==> src/hw/charge_safety_cfg.svh <==
`ifndef CHARGE_SAFETY_CFG_SVH
`define CHARGE_SAFETY_CFG_SVH

// clock and timing (figures in their own units)
`define CLK_MHZ 200
`define KHZ_PER_MHZ 1000
`define TICK_MS 1000
`define MS_PER_SEC 1000
`define SEC_PER_MIN 60
`define FAST_TIMER_MIN 990
`define PRE_TIMER_MIN 120
`define IRQ_PULSE_US 256

// apb register map (byte addresses)
`define ADDR_W 8
`define REG_CTRL 8'h00
`define REG_STATUS 8'h04

// control register fields
`define CTRL_ALLOW 0
`define CTRL_TMR_EN 1
`define CTRL_SLOW 2
`define CTRL_TERM 3
`define CTRL_WARMV_LSB 4
`define CTRL_COOLI_LSB 6
`define CTRL_FLOOR_LSB 8
`define CTRL_FLOOR_MSB 11

// control reset values
`define RST_ALLOW 1'b1
`define RST_TMR_EN 1'b1
`define RST_SLOW 1'b1
`define RST_TERM 1'b1
`define RST_WARMV 2'h0
`define RST_COOLI 2'h1
`define RST_FLOOR 4'h2

// status register fields
`define STS_EXPIRY 0
`define STS_IINLIM 1
`define STS_VINLIM 2
`define STS_FLOOR 3
`define STS_CHARGING 4
`define STS_TZS_LSB 8
`define STS_ISS_LSB 12

// warm voltage select codes and voltage target codes
`define WARMV_8V0 2'h0
`define WARMV_8V3 2'h1
`define WARMV_VREG 2'h2
`define WARMV_SUSP 2'h3
`define VOUT_VREG 2'h0
`define VOUT_8V0 2'h1
`define VOUT_8V3 2'h2

// cool current select codes and percentages
`define COOLI_SUSP 2'h0
`define COOLI_20 2'h1
`define COOLI_40 2'h2
`define COOLI_100 2'h3
`define PCT_0 7'h00
`define PCT_20 7'h14
`define PCT_40 7'h28
`define PCT_100 7'h64

// status field codes
`define ISS_NONE 3'h0
`define ISS_OTG 3'h7
`define TZS_NORMAL 3'h0
`define TZS_WARM 3'h2
`define TZS_COOL 3'h3
`define TZS_COLD 3'h5
`define TZS_HOT 3'h6
`endif

==> src/hw/charge_safety_pkg.sv <==
package charge_safety_pkg;
    // battery temperature zones, gray along cold to hot
    typedef enum logic [2:0] {
        ZONE_COLD = 3'h0,
        ZONE_COOL = 3'h1,
        ZONE_NORMAL = 3'h3,
        ZONE_WARM = 3'h2,
        ZONE_HOT = 3'h6
    } zone_e;
endpackage

==> src/hw/charge_safety_supervisor.sv <==
// The register addresses and the APB slave port were chosen for this implementation.
`timescale 1ns/1ps
`include "charge_safety_cfg.svh"
module charge_safety_supervisor
    import charge_safety_pkg::*;
#(
    parameter int unsigned TICK_CYCLES = `TICK_MS * `CLK_MHZ * `KHZ_PER_MHZ,
    parameter int unsigned FAST_TICKS = `FAST_TIMER_MIN * `SEC_PER_MIN * `MS_PER_SEC / `TICK_MS,
    parameter int unsigned PRE_TICKS = `PRE_TIMER_MIN * `SEC_PER_MIN * `MS_PER_SEC / `TICK_MS,
    parameter int unsigned IRQ_CYCLES = `IRQ_PULSE_US * `CLK_MHZ
) (
    input wire logic mclk,
    input wire logic arst_n,
    input wire logic psel,
    input wire logic penable,
    input wire logic pwrite,
    input wire logic [`ADDR_W-1:0] paddr,
    input wire logic [31:0] pwdata,
    input wire logic [3:0] pstrb,
    output logic [31:0] prdata,
    output logic pready,
    output logic pslverr,
    input wire logic tsColdCmp,
    input wire logic tsCoolCmp,
    input wire logic tsWarmCmp,
    input wire logic tsHotCmp,
    input wire logic otgColdCmp,
    input wire logic otgHotCmp,
    input wire logic boostSwitching,
    input wire logic buckSwitching,
    input wire logic otgMode,
    input wire logic charge_enable_n,
    input wire logic batBelowVreg,
    input wire logic batBelowLow,
    input wire logic rechargeEvent,
    input wire logic vinRegActive,
    input wire logic iinRegActive,
    input wire logic thermRegActive,
    input wire logic supplementActive,
    input wire logic chargeFault,
    input wire logic sysFloorActive,
    input wire logic [2:0] sourceTypeIn,
    output logic chargeCurrentOn,
    output logic [1:0] chargeVoltCode,
    output logic [6:0] currentScalePct,
    output logic terminationEnable,
    output logic batSwitchOn,
    output logic otgOutputEnable,
    output logic [2:0] inputSourceStatus,
    output logic [2:0] thermistorZoneStatus,
    output logic [3:0] sysFloorSetting,
    output logic host_irq_n
);
    // control registers
    logic chargeAllow_r;
    logic timerEnable_r;
    logic slowCountEnable_r;
    logic termEnable_r;
    logic [1:0] warmVoltageSelect_r;
    logic [1:0] coolCurrentSelect_r;
    logic [3:0] sysFloorSetting_r;
    // state
    zone_e zone_r;
    logic charging_r;
    logic [31:0] tickCnt_r;
    logic [31:0] irqCnt_r;
    logic [31:0] irqCnt_nxt;
    logic allowPrev_r;
    logic pinPrev_r;
    logic lowPrev_r;
    logic faultPrev_r;
    logic [2:0] tzsPrev_r;
    logic [2:0] issPrev_r;
    logic iinStatus_r;
    logic vinStatus_r;
    logic floorStatus_r;
    logic timerFault_r;
    // combinational terms
    logic tick;
    logic wrEn;
    logic rdEn;
    logic mapped;
    logic regulation;
    logic tempProtect;
    logic inWindow;
    logic tempOk;
    logic allowed;
    logic startOk;
    logic zoneSuspend;
    logic pauseTimers;
    logic restartTimers;
    logic timerFault;
    logic preExpired;
    logic fastExpired;
    logic otgFault;
    logic irqEvent;
    zone_e zone_nxt;
    logic [31:0] ctrlView;
    logic [31:0] statusView;

    generate
        if (TICK_CYCLES < 2 || IRQ_CYCLES < 8) begin : g_chk
            $error("tick needs 2 cycles and irq pulse 8 cycles at least");
        end
    endgenerate

    // apb decode; zero wait states, so the access phase always completes
    assign mapped = paddr == `REG_CTRL || paddr == `REG_STATUS;
    assign wrEn = psel && penable && pwrite && paddr == `REG_CTRL;
    assign rdEn = psel && !penable && !pwrite;
    assign pready = psel && penable;
    assign pslverr = psel && penable && !mapped;

    assign regulation = vinRegActive || iinRegActive || thermRegActive;

    // control register writes, byte lanes honoured
    always_ff @(posedge mclk or negedge arst_n) begin
        if (!arst_n) begin
            chargeAllow_r <= `RST_ALLOW;
            timerEnable_r <= `RST_TMR_EN;
            slowCountEnable_r <= `RST_SLOW;
            termEnable_r <= `RST_TERM;
            warmVoltageSelect_r <= `RST_WARMV;
            coolCurrentSelect_r <= `RST_COOLI;
            sysFloorSetting_r <= `RST_FLOOR;
        end else if (wrEn) begin
            if (pstrb[0]) begin
                chargeAllow_r <= pwdata[`CTRL_ALLOW];
                timerEnable_r <= pwdata[`CTRL_TMR_EN];
                if (pwdata[`CTRL_SLOW] || !(slowCountEnable_r && regulation)) begin
                    slowCountEnable_r <= pwdata[`CTRL_SLOW];
                end
                termEnable_r <= pwdata[`CTRL_TERM];
                warmVoltageSelect_r <= pwdata[`CTRL_WARMV_LSB +: 2];
                coolCurrentSelect_r <= pwdata[`CTRL_COOLI_LSB +: 2];
            end
            if (pstrb[1]) begin
                sysFloorSetting_r <= pwdata[`CTRL_FLOOR_MSB:`CTRL_FLOOR_LSB];
            end
        end
    end

    assign ctrlView = {20'h00000, sysFloorSetting_r, coolCurrentSelect_r, warmVoltageSelect_r,
        termEnable_r, slowCountEnable_r, timerEnable_r, chargeAllow_r};
    assign statusView = {17'h00000, inputSourceStatus, 1'b0, thermistorZoneStatus, 3'h0, charging_r,
        floorStatus_r, vinStatus_r, iinStatus_r, timerFault_r};

    // read data captured in the setup phase so prdata comes from a flop
    always_ff @(posedge mclk or negedge arst_n) begin
        if (!arst_n) begin
            prdata <= 32'h00000000;
        end else if (rdEn) begin
            prdata <= paddr == `REG_CTRL ? ctrlView : paddr == `REG_STATUS ? statusView : 32'h00000000;
        end
    end

    // tick prescaler; one slow tick keeps the timers narrow
    assign tick = tickCnt_r == TICK_CYCLES - 1;
    always_ff @(posedge mclk or negedge arst_n) begin
        if (!arst_n) begin
            tickCnt_r <= 32'h00000000;
        end else begin
            tickCnt_r <= tick ? 32'h00000000 : tickCnt_r + 32'h00000001;
        end
    end

    always_comb begin
        if (tsColdCmp) begin
            zone_nxt = ZONE_COLD;
        end else if (tsHotCmp) begin
            zone_nxt = ZONE_HOT;
        end else if (tsCoolCmp) begin
            zone_nxt = ZONE_COOL;
        end else if (tsWarmCmp) begin
            zone_nxt = ZONE_WARM;
        end else begin
            zone_nxt = ZONE_NORMAL;
        end
    end

    always_ff @(posedge mclk or negedge arst_n) begin
        if (!arst_n) begin
            zone_r <= ZONE_NORMAL;
        end else if (tick) begin
            zone_r <= zone_nxt;
        end
    end

    // protection only while a converter switches
    assign tempProtect = boostSwitching || buckSwitching;
    assign inWindow = zone_r != ZONE_COLD && zone_r != ZONE_HOT;
    assign tempOk = !tempProtect || inWindow;
    assign allowed = chargeAllow_r && !charge_enable_n;
    assign timerFault = preExpired || fastExpired;
    assign startOk = allowed && boostSwitching && tempOk && !timerFault && batBelowVreg;
    // suspend codes in warm and cool zones
    assign zoneSuspend = (zone_r == ZONE_WARM && warmVoltageSelect_r == `WARMV_SUSP)
        || (zone_r == ZONE_COOL && coolCurrentSelect_r == `COOLI_SUSP);

    // charge cycle: ends on disable or timer fault, temperature only suspends it
    always_ff @(posedge mclk or negedge arst_n) begin
        if (!arst_n) begin
            charging_r <= 1'b0;
        end else if (!allowed || timerFault) begin
            charging_r <= 1'b0;
        end else if (!charging_r && startOk) begin
            charging_r <= 1'b1;
        end
    end

    // edge history for restart detection
    always_ff @(posedge mclk or negedge arst_n) begin
        if (!arst_n) begin
            // history starts at the reset levels so release brings no false edge
            allowPrev_r <= `RST_ALLOW;
            pinPrev_r <= 1'b1;
            lowPrev_r <= 1'b0;
        end else begin
            allowPrev_r <= chargeAllow_r;
            pinPrev_r <= charge_enable_n;
            lowPrev_r <= batBelowLow;
        end
    end

    // restart on enable, pin, recharge or phase change
    assign restartTimers = allowPrev_r != chargeAllow_r || pinPrev_r != charge_enable_n
        || lowPrev_r != batBelowLow || (rechargeEvent && !timerFault);
    // hot or cold suspend also counts as a charging fault
    assign pauseTimers = supplementActive || chargeFault || !tempOk;

    // pre-charge timer runs below the low threshold
    safety_timer #(
        .LIMIT(PRE_TICKS)
    ) u_pre_timer (
        .mclk(mclk),
        .arst_n(arst_n),
        .tick(tick),
        .enable(timerEnable_r),
        .run(charging_r && batBelowLow),
        .pause(pauseTimers),
        .half(regulation && slowCountEnable_r),
        .restart(restartTimers),
        .expired(preExpired)
    );

    // fast timer; half only with slow-count set
    safety_timer #(
        .LIMIT(FAST_TICKS)
    ) u_fast_timer (
        .mclk(mclk),
        .arst_n(arst_n),
        .tick(tick),
        .enable(timerEnable_r),
        .run(charging_r && !batBelowLow),
        .pause(pauseTimers),
        .half(regulation && slowCountEnable_r),
        .restart(restartTimers),
        .expired(fastExpired)
    );

    // otg temperature fault while output is asked for
    assign otgFault = otgMode && (otgColdCmp || otgHotCmp);

    // registered outputs towards the analog side
    always_ff @(posedge mclk or negedge arst_n) begin
        if (!arst_n) begin
            chargeCurrentOn <= 1'b0;
            chargeVoltCode <= `VOUT_VREG;
            currentScalePct <= `PCT_100;
            terminationEnable <= `RST_TERM;
            batSwitchOn <= 1'b1;
            otgOutputEnable <= 1'b0;
        end else begin
            chargeCurrentOn <= charging_r && tempOk && !zoneSuspend && !supplementActive && !chargeFault;
            if (zone_r == ZONE_WARM && warmVoltageSelect_r == `WARMV_8V0) begin
                chargeVoltCode <= `VOUT_8V0;
            end else if (zone_r == ZONE_WARM && warmVoltageSelect_r == `WARMV_8V3) begin
                chargeVoltCode <= `VOUT_8V3;
            end else begin
                chargeVoltCode <= `VOUT_VREG;
            end
            if (zone_r != ZONE_COOL || coolCurrentSelect_r == `COOLI_100) begin
                currentScalePct <= `PCT_100;
            end else if (coolCurrentSelect_r == `COOLI_40) begin
                currentScalePct <= `PCT_40;
            end else if (coolCurrentSelect_r == `COOLI_20) begin
                currentScalePct <= `PCT_20;
            end else begin
                currentScalePct <= `PCT_0;
            end
            terminationEnable <= termEnable_r;
            batSwitchOn <= !timerFault;
            otgOutputEnable <= otgMode && !otgFault;
        end
    end

    // status fields and limit bits
    always_ff @(posedge mclk or negedge arst_n) begin
        if (!arst_n) begin
            inputSourceStatus <= `ISS_NONE;
            thermistorZoneStatus <= `TZS_NORMAL;
            iinStatus_r <= 1'b0;
            vinStatus_r <= 1'b0;
            floorStatus_r <= 1'b0;
            timerFault_r <= 1'b0;
        end else begin
            if (otgMode) begin
                inputSourceStatus <= otgFault ? `ISS_NONE : `ISS_OTG;
            end else begin
                inputSourceStatus <= sourceTypeIn;
            end
            if (otgMode) begin
                thermistorZoneStatus <= !otgFault ? `TZS_NORMAL : otgColdCmp ? `TZS_COLD : `TZS_HOT;
            end else begin
                unique case (zone_r)
                    ZONE_COLD: thermistorZoneStatus <= `TZS_COLD;
                    ZONE_COOL: thermistorZoneStatus <= `TZS_COOL;
                    ZONE_NORMAL: thermistorZoneStatus <= `TZS_NORMAL;
                    ZONE_WARM: thermistorZoneStatus <= `TZS_WARM;
                    ZONE_HOT: thermistorZoneStatus <= `TZS_HOT;
                    default: thermistorZoneStatus <= `TZS_NORMAL;
                endcase
            end
            iinStatus_r <= iinRegActive;
            vinStatus_r <= vinRegActive;
            floorStatus_r <= sysFloorActive;
            timerFault_r <= timerFault;
        end
    end

    // history for irq events
    always_ff @(posedge mclk or negedge arst_n) begin
        if (!arst_n) begin
            faultPrev_r <= 1'b0;
            tzsPrev_r <= `TZS_NORMAL;
            issPrev_r <= `ISS_NONE;
        end else begin
            faultPrev_r <= timerFault_r;
            tzsPrev_r <= thermistorZoneStatus;
            issPrev_r <= inputSourceStatus;
        end
    end

    // expiry or a zone or source status change starts a low pulse; a new event restarts it
    assign irqEvent = (timerFault_r && !faultPrev_r) || tzsPrev_r != thermistorZoneStatus
        || issPrev_r != inputSourceStatus;
    always_comb begin
        if (irqEvent) begin
            irqCnt_nxt = IRQ_CYCLES;
        end else if (irqCnt_r != 32'h00000000) begin
            irqCnt_nxt = irqCnt_r - 32'h00000001;
        end else begin
            irqCnt_nxt = 32'h00000000;
        end
    end
    always_ff @(posedge mclk or negedge arst_n) begin
        if (!arst_n) begin
            irqCnt_r <= 32'h00000000;
        end else begin
            irqCnt_r <= irqCnt_nxt;
        end
    end
    assign host_irq_n = irqCnt_r == 32'h00000000;
    assign sysFloorSetting = sysFloorSetting_r;

    a_start_window: assert property (@(posedge mclk) disable iff (!arst_n)
        $rose(charging_r) |-> $past(tempOk) && $past(allowed)) else $error("charge began outside window");
    a_suspend_hot: assert property (@(posedge mclk) disable iff (!arst_n)
        tempProtect && !inWindow |=> !chargeCurrentOn) else $error("current on outside window");
    a_warm_volt: assert property (@(posedge mclk) disable iff (!arst_n)
        zone_r == ZONE_WARM && warmVoltageSelect_r == `WARMV_8V3 |=> chargeVoltCode == `VOUT_8V3)
        else $error("warm voltage not applied");
    a_cool_scale: assert property (@(posedge mclk) disable iff (!arst_n)
        zone_r == ZONE_COOL && coolCurrentSelect_r == `COOLI_20 |=> currentScalePct == `PCT_20)
        else $error("cool scale not applied");
    a_otg_suspend: assert property (@(posedge mclk) disable iff (!arst_n)
        otgFault |=> !otgOutputEnable && inputSourceStatus == `ISS_NONE && thermistorZoneStatus != `TZS_NORMAL)
        else $error("otg not suspended on fault");
    a_expiry_pulse: assert property (@(posedge mclk) disable iff (!arst_n)
        $rose(timerFault) |-> ##2 !host_irq_n [*8]) else $error("no irq pulse on expiry");
    a_fault_blocks: assert property (@(posedge mclk) disable iff (!arst_n)
        timerFault |=> !charging_r && !batSwitchOn) else $error("charging with timer fault");
    a_limit_bits: assert property (@(posedge mclk) disable iff (!arst_n)
        ##1 iinStatus_r == $past(iinRegActive) && floorStatus_r == $past(sysFloorActive))
        else $error("limit status lags its source");
endmodule

==> src/hw/safety_timer.sv <==
`timescale 1ns/1ps
module safety_timer #(
    parameter int unsigned LIMIT = 2
) (
    input wire logic mclk,
    input wire logic arst_n,
    input wire logic tick,
    input wire logic enable,
    input wire logic run,
    input wire logic pause,
    input wire logic half,
    input wire logic restart,
    output logic expired
);
    localparam int unsigned CW = $clog2(LIMIT + 1);
    logic [CW-1:0] count_r;
    logic alt_r;
    logic expired_r;
    logic advance;

    generate
        if (LIMIT < 2) begin : g_chk
            $error("safety_timer LIMIT must be at least 2");
        end
    endgenerate

    assign advance = tick && run && !pause && !expired_r && (!half || alt_r);
    assign expired = expired_r;

    // count, hold while paused, clear on restart
    always_ff @(posedge mclk or negedge arst_n) begin
        if (!arst_n) begin
            count_r <= '0;
            alt_r <= 1'b0;
            expired_r <= 1'b0;
        end else if (!enable || restart) begin
            count_r <= '0;
            alt_r <= 1'b0;
            expired_r <= 1'b0;
        end else begin
            if (tick && run && !pause && half) begin
                alt_r <= !alt_r;
            end
            if (advance) begin
                count_r <= count_r + CW'(1);
                if (count_r == CW'(LIMIT - 1)) begin
                    expired_r <= 1'b1;
                end
            end
        end
    end

    a_timer_off: assert property (@(posedge mclk) disable iff (!arst_n)
        !enable |=> count_r == '0 && !expired_r) else $error("timer not cleared when disabled");
    // half rate needs two ticks per step
    a_half_rate: assert property (@(posedge mclk) disable iff (!arst_n)
        tick && run && !pause && half && !alt_r && enable && !restart |=> $stable(count_r))
        else $error("timer advanced on skipped tick");
    a_pause_hold: assert property (@(posedge mclk) disable iff (!arst_n)
        pause && enable && !restart |=> $stable(count_r)) else $error("timer moved while paused");
endmodule

==> config.mk <==
export PLATFORM = sky130hd
export DESIGN_NAME = charge_safety_supervisor
export DESIGN_NICKNAME = d
export VERILOG_FILES = /design/src/hw/charge_safety_pkg.sv /design/src/hw/charge_safety_supervisor.sv /design/src/hw/safety_timer.sv
export VERILOG_INCLUDE_DIRS = /design/src /design/src/hw
export SDC_FILE = /design/constraint.sdc
export NUM_CORES = 1
export LEC_CHECK = 0
export BUFFER_PORTS_ARGS = -buffer_cell sky130_fd_sc_hd__buf_4
export CAP_MARGIN = 20
export CORE_ASPECT_RATIO = 0.6
export CORE_MARGIN = 5
export CORE_UTILIZATION = 33
export DETAILED_ROUTE_END_ITERATION = 16
export PLACE_DENSITY = 0.62
export SETUP_SLACK_MARGIN = 0.1
export SYNTH_ARGS = -nofsm -noshare
export SYNTH_HDL_FRONTEND = slang
export SYNTH_SLANG_ARGS = --single-unit
export TNS_END_PERCENT = 50
==> constraint.sdc <==
create_clock -name mclk -period 3 [get_ports mclk]
set_clock_uncertainty 0.05 [all_clocks]
set_input_delay 0.3 -clock mclk [delete_from_list [all_inputs] [get_ports mclk]]
set_output_delay 0.3 -clock mclk [all_outputs]
set_load 0.05 [all_outputs]
==> results <==
- The class of the tightest hold or removal check is in -> reg.
- The largest delay contributor family on the critical path is simple AND/OR/NAND/NOR gates.
- The number of endpoints failing setup at the final stage is 0.
- The DRC violation total after the first TritonRoute iteration is 370.
- The H-tree depth is 4.
- The power per unit of standard cell area is 537 mW/mm^2.
- The height of the die is 127 microns.
- Summed over all layers, the global routing overflow is 0.
- The slowest stage of the critical path is the sky130_fd_sc_hd__nor4_1 cell.
- After synthesis, the share of flip-flops with an asynchronous set or reset is 100%.
- Global routing used 14.6% of the available tracks.
- The most used flip-flop cell after synthesis is sky130_fd_sc_hd__dfrtp_1.
- The placed instances occupy a cell area of roughly 0.0085 sq mm.
- The critical path in this run is classified as reg -> out.
- In the finished design, the share of the clock period the worst path needs comes to 91.0%.
- The worst setup path is launched from a flip-flop.
- Once the floorplan was initialized, standard cells occupied roughly a third of the core.
- Of the synthesized area, sequential elements account for between 50% and 60%.
- The cell area that synthesis handed to floorplanning was between 0.007 and 0.008 sq mm.
- The buffer cell driving the clock tree root is sky130_fd_sc_hd__clkbuf_16.
- The leading cell type in the layout, fill and taps excluded is sky130_fd_sc_hd__dfrtp_1.
- The count of non-filler cells in the finished layout is approximately 1,100.
- The core footprint is 0.0222 sq mm.
- The die outline area is between 0.02 and 0.03 sq mm.
- The floorplan has 42 rows.
- Setup repair after global routing left no endpoint under its margin.
- After detailed routing, the number of remaining DRC violations is 0.
- The congestion estimate from routability-driven global placement came to around 0.77.
- The signal on the critical path passes through nor4_1, nand4_1, buf_4, nor4_4, buf_4.
- The routed wire length is between 15,000 and 20,000 microns.
- The Yosys step of the flow raised 0 warnings.
- Leaving out fill and tap cells, the most frequent cells in the layout are sky130_fd_sc_hd__dfrtp_1 (144), sky130_fd_sc_hd__buf_4 (105), sky130_fd_sc_hd__nor2_1 (70).
- The initial antenna violation count is 0.
- The detail route stage leaves a number of antenna-violating nets equal to 0.
- The maximum resistive drop on vdd is 0.420 mV.
- The count of buffers from port buffering is 87.
- The final layout contains ~900 nets.
- The setup check on the worst reg-to-reg path leaves a slack of 0.42 ns.
- Of all nets on the critical path, the largest fanout is 6.
- Dividing the detail-routed wire length by the instance count gives around 16 microns.
- The antenna cell count is 0.
- Together, buffers and inverters on the worst path number 2.
- 129 I/O pins were placed.
- The total placed cells including tap cells is roughly 1,100.
- The number of global-route vias before repair came to ~5,500.
- The hold violation total from the final report is 0.
- The number of buffers created by CTS is 17.
- The first-pass GRT wire length is about 30,000 microns.
- The post-synthesis instance total is between 700 and 800.
- The slew at the pin closest to its max-slew limit is just over 0.8 ns.
- By instance count, the cell type seen most on the critical path is sky130_fd_sc_hd__buf_4.
- The worst-case clock buffer depth is 2.
- The number of enable flip-flop cells after synthesis is 0.
- The arrival time of data at the critical path endpoint is 2.38 ns.
- STA classifies the critical path endpoint as a primary output.
- Subtracting the final worst setup slack from the clock period gives between 2 and 3 ns.
- The run finished with clean final reports.
- Dividing the detail-routed via count by the number of cells gives a little under 5.
- The clock transition at the registers of the reported paths is 0.06 ns.
- Entering global routing, the biggest net connects 69 pins.
- Post-CTS repair changed the size of 0 cells.
- The clock sink count is 159.
- The analysis attributes to cell leakage a power of roughly 4 nW.
- The post-synthesis sequential element count is 159.
- For the worst setup path, the data required time is 2.65 ns.
- From synthesis to final layout, the design area changed by 23.2%.
- The total negative setup slack is 0 ns.
- For this run, the detailed router's first-pass iteration total came to 5.
- The total power is ~5 mW.
- The tool flagged a number of max-cap violations equal to 0.
- The fmax is 366 MHz.
- The delay contributed by the slowest stage of the critical path is around 0.46 ns.
- Detailed placement ended at an HPWL of 12,800 microns.
- The die is around 200 microns wide.
- The fraction of final layout cells with drive strength greater than 1 is 21.9%.
- The final route contains 5,609 vias.
- The remaining max-slew budget at the tightest pin is approximately 45%.
- The number of distinct library cell variants in the gate-level netlist after synthesis is 54.
- After routing the design area is 0.00923 sq mm.
- The later-pin clock latency in the skew report is between 0.4 and 0.5 ns.
- The final max-slew violation count was 0.
- The average size of a mapped cell is roughly 10 sq um.
- The TritonCTS clock tree is yes.
-- sequential cells by signal, summed over array words and instances (netlist names), 2 cells and up --
register / count
thermistorZoneStatus: 3
coolCurrentSelect_r: 2
u_fast_timer.count_r: 16
prdata: 15
sysFloorSetting: 4
currentScalePct: 5
tickCnt_r: 32
u_pre_timer.count_r: 13
issPrev_r: 3
irqCnt_r: 32
warmVoltageSelect_r: 2
zone_r: 3
chargeVoltCode: 2
inputSourceStatus: 3
tzsPrev_r: 3
-- layout make-up --
| type | count | area, sq um |
|---|---|---|
| flip-flops and latches | 159 | 4000 |
| clock inverters | 11 | 178 |
| fillers | 2155 | 13000 |
| well taps | 308 | 385 |
| clock buffers | 21 | 470 |
| multi-input cells | 513 | 3230 |
| inverters | 16 | 60.1 |
| repair buffers | 115 | 900 |
-- through the flow --
stage                     util, %  worst slack [ns]  hold WS (ns)
after floorplan                 -             0.402       -0.0456
after global placement       38.2             0.509         0.284
after detailed placement     38.2             0.449         0.284
after CTS                    41.5             0.106       0.00732
after global routing         41.6             0.156        0.0221
final                        41.6             0.269        0.0309
-- cells in the mapped netlist (all sizes together), types with 10 or more instances --
master / number / area [sq um]
o21ai: 27 / 135
or3: 27 / 169
clkbuf: 19 / 71.3
a21oi: 32 / 164
mux2i: 10 / 100
xor2: 25 / 219
nand2: 42 / 158
nor2: 70 / 263
and3: 10 / 62.6
dfstp: 15 / 394
xnor2: 45 / 394
buf: 26 / 185
nor3: 14 / 70.1
nor4: 25 / 190
nand4: 23 / 144
mux2: 12 / 135
dfrtp: 144 / 3600
inv: 16 / 60.1
o31ai: 19 / 143
and2: 13 / 82.6
nand3: 28 / 140
-- report_power, final --
part	total [mW]	leakage [nW]	internal (mW)	switching, mW
logic	0.371	1.63	0.130	0.240
registers	2.19	2.10	2.17	0.0200
clock network	2.39	0.312	1.47	0.920
total	4.95	4.05	3.77	1.18
-- routing by layer --
layer / global-route usage, % / up-vias / wire, microns
li1: - / 2713 / -
met1: 22.6 / 2780 / 9630
met2: 19.4 / 105 / 7380
met3: 4.52 / 11 / 918
met4: 4.02 / 0 / 174
met5: 0 / - / 0
-- worst paths after layout --
check	start	end	cells past startpoint
min reg2reg	termEnable_r	terminationEnable	0
max	irqCnt_r[16]	host_irq_n	5
max in group asynchronous	arst_n	zone_r[0]	3
max reg2reg	tickCnt_r[0]	u_fast_timer.count_r[11]	7
min	sourceTypeIn[2]	inputSourceStatus[2]	2
min in group asynchronous	arst_n	irqCnt_r[17]	2
-- what timing repair did --
| item | 4_1_cts | 5_1_grt |
|---|---|---|
| hold buffers | 8 | 0 |
| hold endpoints to repair | 68 | 0 |
| buffers inserted | 0 | 2 |
| setup endpoints to repair | 0 | 1 |
-- worst reg2reg max path, delay by kind of cell, from the launching register on --
kind	cells	cell delay [ns]
flip-flops	1	0.39
buffers and inverters	1	0.35
adder cells (fa/ha/maj)	1	0.21
AO/OA/AOI/OAI	1	0.14
AND/OR/NAND/NOR	4	1.34
-- cell families (layout without fill, tap and decap cells) --
kind of cell    Yosys count  after routing  share of synthesized area [%]
simple gates            300            300                           22.1
flops                   159            159                           53.4
compound gates           98             98                           8.12
xor+xnor                 70             70                           8.19
buf+inv                  62            163                           4.34
mux                      22             22                           3.14
fa+ha+maj                 4              4                          0.668
other cells               1             19                         0.0501
No activity file was read; power rests on OpenSTA's default activity.
